**config.mk**
```make
export PLATFORM = sky130hd
export DESIGN_NAME = diag_flags
export DESIGN_NICKNAME = d
export VERILOG_FILES = /design/src/diag_pkg.sv /design/src/open_timer.sv /design/src/thermal_monitor.sv /design/src/diag_flags.sv
export SDC_FILE = /design/constraint.sdc
export NUM_CORES = 1
export LEC_CHECK = 0
export BUFFER_PORTS_ARGS = -buffer_cell sky130_fd_sc_hd__buf_2
export CAP_MARGIN = 20
export CORE_UTILIZATION = 53
export CTS_CLUSTER_SIZE = 30
export DETAILED_ROUTE_END_ITERATION = 7
export GPL_TIMING_DRIVEN = 0
export PLACE_DENSITY_LB_ADDON = 0.12
export SETUP_SLACK_MARGIN = 0.5
export SYNTH_ARGS = -nofsm -noshare
export SYNTH_HDL_FRONTEND = slang
export SYNTH_SLANG_ARGS = --single-unit
```
**constraint.sdc**
```tcl
create_clock -name i_clk_sys -period 1.95 [get_ports i_clk_sys]
set_input_delay 0.195 -clock i_clk_sys [delete_from_list [all_inputs] [get_ports i_clk_sys]]
set_output_delay 0.195 -clock i_clk_sys [all_outputs]
set_load 0.01 [all_outputs]
```
**src/diag_pkg.sv**
```systemverilog
/*
 * constants, field layouts and carrier types for the led driver diagnostic flag block.
 * assumes a single 100 mhz system clock and analog comparators delivered as synchronous levels.
 */
// Summary of operation
// - latch thermal warning flag in status two when temperature exceeds programmable threshold
// - thermal warning threshold resets to setting code 179
// - thermal shutdown disables booster and both buck channels
// - shutdown ends by itself once temperature falls below the warning level
// - latched shutdown indication holds until a status read clears it
// - shutdown threshold is a fixed trimmed value, not software writable
// - any serial error sets a latched error bit in status two
// - per channel, on-time counter overflow after 50 us latches open-string flag
// - open-string detection never disables the buck channel
// - per channel, short flag follows comparator: output voltage below minimum
// - a short on a switching channel forces fixed off-time
// - short detection works with channel off; fixed off-time then irrelevant
// - overcurrent latches channel flag in status one and disables that channel
// - per channel live running flags regardless of commands
// - live booster running flag separate from booster enable
// - booster overvoltage latches flag in status one
// - control pin levels mirrored live into status two
// - power-on reset flag in status three set only at power-on reset
// - power-on reset flag is bit 5 of status three, reads one after power-up
package diag_pkg;

    localparam int channel_count = 2;
    localparam int temp_width = 8;
    localparam int status_width = 10;

    localparam logic [7:0] warn_threshold_reset = 8'hb3;
    localparam logic [7:0] shutdown_threshold_trim = 8'hc8;

    localparam int clk_mhz = 100;
    localparam int open_detect_on_time_us = 50;
    localparam int open_detect_cycles = open_detect_on_time_us * clk_mhz;

    // status one fields
    localparam int st1_open_lsb = 0;
    localparam int st1_short_lsb = 2;
    localparam int st1_overcurrent_lsb = 4;
    localparam int st1_running_lsb = 6;
    localparam int st1_boost_status_bit = 8;
    localparam int st1_booster_overvoltage_flag_bit = 9;
    // status two fields
    localparam int st2_thermal_warn_bit = 0;
    localparam int st2_shutdown_live_bit = 1;
    localparam int st2_shutdown_latched_bit = 2;
    localparam int st2_serial_error_bit = 3;
    localparam int st2_pin_level_lsb = 4;
    // status three fields
    localparam int st3_power_on_reset_bit = 5;

    typedef struct packed {
        logic [1:0] switch_on;
        logic [1:0] output_low;
        logic [1:0] overcurrent;
        logic [1:0] control_pin;
        logic booster_running;
        logic booster_overvoltage;
        logic serial_error;
    } diag_events_type;

    typedef struct packed {
        logic [1:0] channel_enable;
        logic [1:0] fixed_off_time;
        logic booster_enable;
    } power_control_type;

    typedef struct packed {
        logic read1;
        logic read2;
        logic read3;
    } status_read_type;

endpackage : diag_pkg

```
**src/open_timer.sv**
```systemverilog
/*
 * on-time counter for one buck channel; pulses once on overflow.
 * assumes the switch-on level is synchronous to the clock.
 */
`timescale 1ns/1ps
module open_timer #(
    parameter int cycles = diag_pkg::open_detect_cycles
) (
    // clock and reset
    input wire logic i_clk_sys,
    input wire logic i_reset_n,
    // channel activity
    input wire logic i_active,
    // overflow event
    output logic o_overflow
);

    localparam int cnt_width = $clog2(cycles + 1);

    initial begin
        if (cycles < 1) begin
            $error("open_timer: cycles must be at least one");
        end
    end

    logic [cnt_width-1:0] count;

    // count saturates so a long on-time flags once per activation
    always_ff @(posedge i_clk_sys or negedge i_reset_n) begin
        if (!i_reset_n) begin
            count <= '0;
        end else if (!i_active) begin
            count <= '0;
        end else if (count != cnt_width'(cycles)) begin
            count <= count + cnt_width'(1);
        end
    end

    always_ff @(posedge i_clk_sys or negedge i_reset_n) begin
        if (!i_reset_n) begin
            o_overflow <= 1'b0;
        end else begin
            o_overflow <= i_active && (count == cnt_width'(cycles - 1));
        end
    end

endmodule : open_timer

```
**src/thermal_monitor.sv**
```systemverilog
/*
 * thermal warning and shutdown comparison against a temperature code.
 * assumes the temperature code is a synchronous sample from a converter.
 */
`timescale 1ns/1ps
module thermal_monitor (
    // clock and reset
    input wire logic i_clk_sys,
    input wire logic i_reset_n,
    // temperature and programmable threshold
    input wire logic [7:0] i_temp_code,
    input wire logic [7:0] i_warn_threshold,
    // results
    output logic o_over_warn,
    output logic o_shutdown
);

    always_ff @(posedge i_clk_sys or negedge i_reset_n) begin
        if (!i_reset_n) begin
            o_over_warn <= 1'b0;
        end else begin
            o_over_warn <= i_temp_code > i_warn_threshold;
        end
    end

    // hysteresis: enter at the trimmed level, leave below the warning level
    always_ff @(posedge i_clk_sys or negedge i_reset_n) begin
        if (!i_reset_n) begin
            o_shutdown <= 1'b0;
        end else if (i_temp_code > diag_pkg::shutdown_threshold_trim) begin
            o_shutdown <= 1'b1;
        end else if (i_temp_code < i_warn_threshold) begin
            o_shutdown <= 1'b0;
        end
    end

endmodule : thermal_monitor

```
**src/diag_flags.sv**
```systemverilog
/*
 * diagnostic flag block: latches and live flags, protective shutdown, status words.
 * assumes the serial interface decodes register writes and read strobes elsewhere.
 */
`timescale 1ns/1ps
module diag_flags #(
    parameter int open_cycles = diag_pkg::open_detect_cycles
) (
    // clock and reset
    input wire logic i_clk_sys,
    input wire logic i_reset_n,
    // thermal
    input wire logic [7:0] i_temp_code,
    input wire logic i_warn_write,
    input wire logic [7:0] i_warn_value,
    // analog and pin events
    input wire diag_pkg::diag_events_type i_events,
    // commands
    input wire logic [1:0] i_channel_cmd,
    input wire logic i_booster_cmd,
    // status read strobes, one cycle each
    input wire diag_pkg::status_read_type i_read,
    // status words
    output logic [9:0] o_status1,
    output logic [9:0] o_status2,
    output logic [9:0] o_status3,
    output logic [7:0] o_warn_threshold,
    // power stage control
    output diag_pkg::power_control_type o_power
);

    initial begin
        if (open_cycles < 1) begin
            $error("diag_flags: open_cycles must be at least one");
        end
    end

    logic over_warn;
    logic shutdown;
    logic [1:0] overflow;
    logic thermal_warn_flag;
    logic thermal_shutdown_flag;
    logic serial_error_flag;
    logic [1:0] open_string_flag;
    logic [1:0] overcurrent_flag;
    logic booster_overvoltage_flag;
    logic power_on_reset_flag;
    logic [1:0] oc_lockout;

    // latch with set winning over the read clear
    function automatic logic latch(input logic cur, input logic set, input logic clr);
        latch = set | (cur & ~clr);
    endfunction : latch

    // a pending set shows through so a read never misses it
    function automatic logic [1:0] latch_view(input logic [1:0] cur, input logic [1:0] set);
        latch_view = cur | set;
    endfunction : latch_view

    ////////////////////////////////////////////////////////////////////////
    // thermal

    always_ff @(posedge i_clk_sys or negedge i_reset_n) begin
        if (!i_reset_n) begin
            o_warn_threshold <= diag_pkg::warn_threshold_reset;
        end else if (i_warn_write) begin
            o_warn_threshold <= i_warn_value;
        end
    end

    thermal_monitor u_thermal (
        .i_clk_sys(i_clk_sys),
        .i_reset_n(i_reset_n),
        .i_temp_code(i_temp_code),
        .i_warn_threshold(o_warn_threshold),
        .o_over_warn(over_warn),
        .o_shutdown(shutdown)
    );

    ////////////////////////////////////////////////////////////////////////
    // open string timers

    for (genvar ch = 0; ch < 2; ch++) begin : g_open
        open_timer #(.cycles(open_cycles)) u_timer (
            .i_clk_sys(i_clk_sys),
            .i_reset_n(i_reset_n),
            .i_active(i_events.switch_on[ch]),
            .o_overflow(overflow[ch])
        );
    end

    ////////////////////////////////////////////////////////////////////////
    // latched flags

    always_ff @(posedge i_clk_sys or negedge i_reset_n) begin
        if (!i_reset_n) begin
            thermal_warn_flag <= 1'b0;
            thermal_shutdown_flag <= 1'b0;
            serial_error_flag <= 1'b0;
        end else begin
            thermal_warn_flag <= latch(thermal_warn_flag, over_warn, i_read.read2);
            thermal_shutdown_flag <= latch(thermal_shutdown_flag, shutdown, i_read.read2);
            serial_error_flag <= latch(serial_error_flag, i_events.serial_error, i_read.read2);
        end
    end

    always_ff @(posedge i_clk_sys or negedge i_reset_n) begin
        if (!i_reset_n) begin
            open_string_flag <= 2'h0;
            overcurrent_flag <= 2'h0;
            booster_overvoltage_flag <= 1'b0;
        end else begin
            for (int ch = 0; ch < 2; ch++) begin
                open_string_flag[ch] <= latch(open_string_flag[ch], overflow[ch], i_read.read1);
                overcurrent_flag[ch] <= latch(overcurrent_flag[ch], i_events.overcurrent[ch], i_read.read1);
            end
            booster_overvoltage_flag <= latch(booster_overvoltage_flag, i_events.booster_overvoltage,
                                              i_read.read1);
        end
    end

    // only the asynchronous power-on reset sets this; reading status three clears it
    always_ff @(posedge i_clk_sys or negedge i_reset_n) begin
        if (!i_reset_n) begin
            power_on_reset_flag <= 1'b1;
        end else if (i_read.read3) begin
            power_on_reset_flag <= 1'b0;
        end
    end

    ////////////////////////////////////////////////////////////////////////
    // protection

    // overcurrent keeps the channel off until the command is withdrawn and reissued
    always_ff @(posedge i_clk_sys or negedge i_reset_n) begin
        if (!i_reset_n) begin
            oc_lockout <= 2'h0;
        end else begin
            for (int ch = 0; ch < 2; ch++) begin
                if (i_events.overcurrent[ch]) begin
                    oc_lockout[ch] <= 1'b1;
                end else if (!i_channel_cmd[ch]) begin
                    oc_lockout[ch] <= 1'b0;
                end
            end
        end
    end

    // open strings deliberately do not enter these terms
    always_ff @(posedge i_clk_sys or negedge i_reset_n) begin
        if (!i_reset_n) begin
            o_power <= '0;
        end else begin
            for (int ch = 0; ch < 2; ch++) begin
                o_power.channel_enable[ch] <= i_channel_cmd[ch] && !shutdown
                    && !oc_lockout[ch] && !i_events.overcurrent[ch];
                o_power.fixed_off_time[ch] <= i_events.output_low[ch]
                    && i_events.switch_on[ch];
            end
            o_power.booster_enable <= i_booster_cmd && !shutdown;
        end
    end

    ////////////////////////////////////////////////////////////////////////
    // status words

    always_ff @(posedge i_clk_sys or negedge i_reset_n) begin
        if (!i_reset_n) begin
            o_status1 <= '0;
        end else begin
            o_status1 <= '0;
            o_status1[diag_pkg::st1_open_lsb +: 2] <= latch_view(open_string_flag, overflow);
            o_status1[diag_pkg::st1_short_lsb +: 2] <= i_events.output_low;
            o_status1[diag_pkg::st1_overcurrent_lsb +: 2] <= latch_view(overcurrent_flag, i_events.overcurrent);
            o_status1[diag_pkg::st1_running_lsb +: 2] <= i_events.switch_on;
            o_status1[diag_pkg::st1_boost_status_bit] <= i_events.booster_running;
            o_status1[diag_pkg::st1_booster_overvoltage_flag_bit] <= booster_overvoltage_flag | i_events.booster_overvoltage;
        end
    end

    always_ff @(posedge i_clk_sys or negedge i_reset_n) begin
        if (!i_reset_n) begin
            o_status2 <= '0;
        end else begin
            o_status2 <= '0;
            o_status2[diag_pkg::st2_thermal_warn_bit] <= thermal_warn_flag | over_warn;
            o_status2[diag_pkg::st2_shutdown_live_bit] <= shutdown;
            o_status2[diag_pkg::st2_shutdown_latched_bit] <= thermal_shutdown_flag | shutdown;
            o_status2[diag_pkg::st2_serial_error_bit] <= serial_error_flag | i_events.serial_error;
            o_status2[diag_pkg::st2_pin_level_lsb +: 2] <= i_events.control_pin;
        end
    end

    always_ff @(posedge i_clk_sys or negedge i_reset_n) begin
        if (!i_reset_n) begin
            o_status3 <= '0;
        end else begin
            o_status3 <= '0;
            o_status3[diag_pkg::st3_power_on_reset_bit] <= power_on_reset_flag;
        end
    end

endmodule : diag_flags

```
==> impl_metrics.toml <==
[placement]
place_congestion = 0.849
dp_hpwl_mm = 4.06
place_worst_setup_slack_ps = 341
portBuffers = 65

[setup_path]
worstPathRequired_ps = 2140
start_kind = "flip-flop"
cp_cell_sequence = "inv_2 -> ha_4 -> and4b_1 -> o311ai_1 -> o211ai_1"
cp.arrival_ps = 1660
cp_slowest_cell = "dfstp_2"
crit_fanout = 2
end_kind = "flip-flop"
path_class = "reg -> reg"
cp_slowest_stage_delay_ps = 540
r2r_slack_ps = 480

[sta]
slew_viol_final = 0
hold_slack_ps = -33.4
worst_slack_ps = 483
finalCriticalPeriod_ps = 1470
setup_violations = 0
rsz0062_at_grt = "yes"
fmax_mhz = 682
hold_violations = 50
slew_headroom = 0.425
clock_skew_ps = 5.18
min_period_over_period = 0.752
tightest_slew_ps = 862
finalSetupTns_ps = 0

[detailed_routing]
drt_iter0_drc = 137
drtAntennaViolNets = 0
drc = 0
dr.pass1.iters = 4
wl_per_cell_um = 13.5
viasPerCell = 5.30
drt_wl_total_mm = 6.26
num_vias = 2463

[logic_synthesis]
synth_fa_ha_area_frac = 0.0474
synth_top_family_by_area = "simple AND/OR/NAND/NOR gates"
synth_top_flop_cell = "dfrtp_1"
ys_seq_area_frac = 0.563
synth_area_leader_cell = "dfrtp_1"
async_reset_ff_frac = 1.00
yosys.cell_types.count = 43
ys_ff_latch = 71
synth_compound_area_frac = 0.108
muxShareOfSynthArea = 0.0257
postSynthAreaPerCell_sq_um = 11.1
synth-simple-area-share = 0.182
yosys_warnings = 0
synth_top_cells_by_area = "dfrtp_1, dfstp_2, ha_1"
synth_edf_count = 0
syn_inst = 285
synth_xor_area_frac = 0.0111
synthesis.area_sq_mm = 0.00317
synth_top_area_frac = 0.513

[floorplan]
die_w_um = 79.3
core_sq_mm = 0.00564
ios = 79
die_area_sq_mm = 0.00629
core.rowCount = 27
initial_core_util = 0.562
die_h_um = 79.3

[global_route]
antenna_found_initial = 0
grt_max_degree = 72
grt_overflow = 0
grt_first_pass_wirelength_mm = 10.3
track_usage = 0.215
grt_pass1_vias = 2330

[min_path]
hold_path_class = "in -> async"

[flow_run]
drv_cap = 0

[power_and_ir_drop]
powerDensity_mw_per_mm2 = 789
p_leak_nw = 1.97
p_comb_frac = 0.119
power.total_mw = 3.29
sw_frac_of_total = 0.239
clockPowerShare = 0.391
p_int_mw = 2.50
seqPwrFrac = 0.490
vdd_drop_max_mv = 0.579
switchingPower_mw = 0.787

[cts]
cts_num_sinks = 71
clockBufferDepth = 2
clkTransAtPathRegs_ps = 70
clock_latency_ps = 330
htree_num_levels = 3
cts_root_buf = "clkbuf_8"
cts_made_buffers = 9
cts_tree = "yes"

[run_status]
violations = "hold timing"
outcome = "finished with violations"

[finish]
fill_cells = 397
multiInputGateArea_sq_mm = 0.00140
ff_latch_area_sq_mm = 0.00179
final_cell_mix = "buf_2, dfrtp_1, nand2_1, buf_4, inv_1"
fin_util = 0.739
n_antenna_cell = 0
final_common_cell = "buf_2"
area_growth_pct = 31.5
fin_nets = 436
drive_above_1_share = 0.384
-- cells in the mapped netlist, drive strengths merged, types with 4 or more instances --
| cell | count |
|---|---|
| mux2i | 7 |
| or3 | 8 |
| dfrtp | 65 |
| ha | 12 |
| nand3 | 9 |
| inv | 21 |
| or2 | 8 |
| a21o | 11 |
| nand4 | 6 |
| o31ai | 5 |
| nor4b | 4 |
| dfstp | 6 |
| o21ai | 17 |
| nor2 | 4 |
| buf | 14 |
| or4 | 4 |
| nand3b | 4 |
| nor4 | 6 |
| nand2 | 26 |
| a21oi | 14 |
-- state kept, by name (all words and copies together), names as in the netlist --
| name | count |
|---|---|
| booster_overvoltage_flag | 1 |
| g_open.u_timer.count | 26 |
| g_open.u_timer.o_overflow | 2 |
| o_power | 5 |
| o_status1 | 10 |
| o_status2 | 6 |
| o_status3 | 1 |
| o_warn_threshold | 8 |
| oc_lockout | 2 |
| open_string_flag | 2 |
| overcurrent_flag | 2 |
| power_on_reset_flag | 1 |
| serial_error_flag | 1 |
| thermal_shutdown_flag | 1 |
| thermal_warn_flag | 1 |
| u_thermal.o_over_warn | 1 |
| u_thermal.o_shutdown | 1 |
-- per-stage QoR --
stage / cell area (sq um) / std cells
3_3_place_gp: 3640 / 434
4_1_cts: 4000 / 461
2_1_floorplan: 3230 / 297
5_1_grt: 4170 / 465
3_5_place_dp: 3640 / 434
6_report: 4170 / 465
-- final timing paths --
check,startpoint,end,cells past startpoint
hold reg to reg,power_on_reset_flag,o_status3[5],0
max in group asynchronous,i_reset_n,g_open[1].u_timer.count[0],1
min in group i_clk_sys,i_events[10],o_status1[7],1
setup reg to reg,o_warn_threshold[1],u_thermal.o_shutdown,5
hold / removal,i_reset_n,o_status3[5],1
setup / recovery,o_warn_threshold[1],u_thermal.o_shutdown,5
-- timing repair --
action,CTS,global route
cloned,0,0
hold buffers,7,0
setup endpoints to repair,11,17
setup buffers,4,4
gates resized for setup,10,28
pin swaps,0,6
endpoints found under the hold margin,7,0
-- kinds of logic (layout without fill, tap and decap cells) --
logic type	Yosys count	count (layout)
buffers and inverters	39	135
AOI/OAI and AO/OA	55	55
DFF	71	71
and+or+nand+nor	95	95
adders and majority gates	12	12
other	1	13
muxes	8	8
xor gates and xnor gates	4	4
-- routing by layer --
layer  up-vias  track usage  share of wire
li1       1188            -              -
met1      1185        0.278           0.44
met2        81        0.347           0.49
met3         9       0.0402          0.047
met4         0        0.104          0.015
met5         -            0              0
-- worst max-delay path, delay by kind of cell, from the launching register on --
| kind | cells | cell delay, ps |
|---|---|---|
| compound gates | 2 | 350 |
| fa+ha+maj | 1 | 210 |
| buf+inv | 1 | 50 |
| flops | 1 | 540 |
| simple gates | 1 | 180 |
-- area by class of cell --
class,count,share of cell area
clock buffers,11,0.0339
repair buffers,80,0.111
inverters,22,0.0204
plain buffers,17,0.0279
well taps,72,0.0216
flip-flops and latches,71,0.430
clock inverters,5,0.0195
multi-input cells,187,0.335
-- power by group through the flow --
stage | logic (mW) | registers (mW) | clock network, mW
finish | 0.390 | 1.61 | 1.29
CTS | 0.356 | 1.61 | 1.33
floorplan | 0.156 | 1.65 | 0
global route | 0.436 | 1.62 | 1.37
detailed placement | 0.329 | 1.63 | 0
global placement | 0.319 | 1.63 | 0
(Power assumes the default switching activity.)
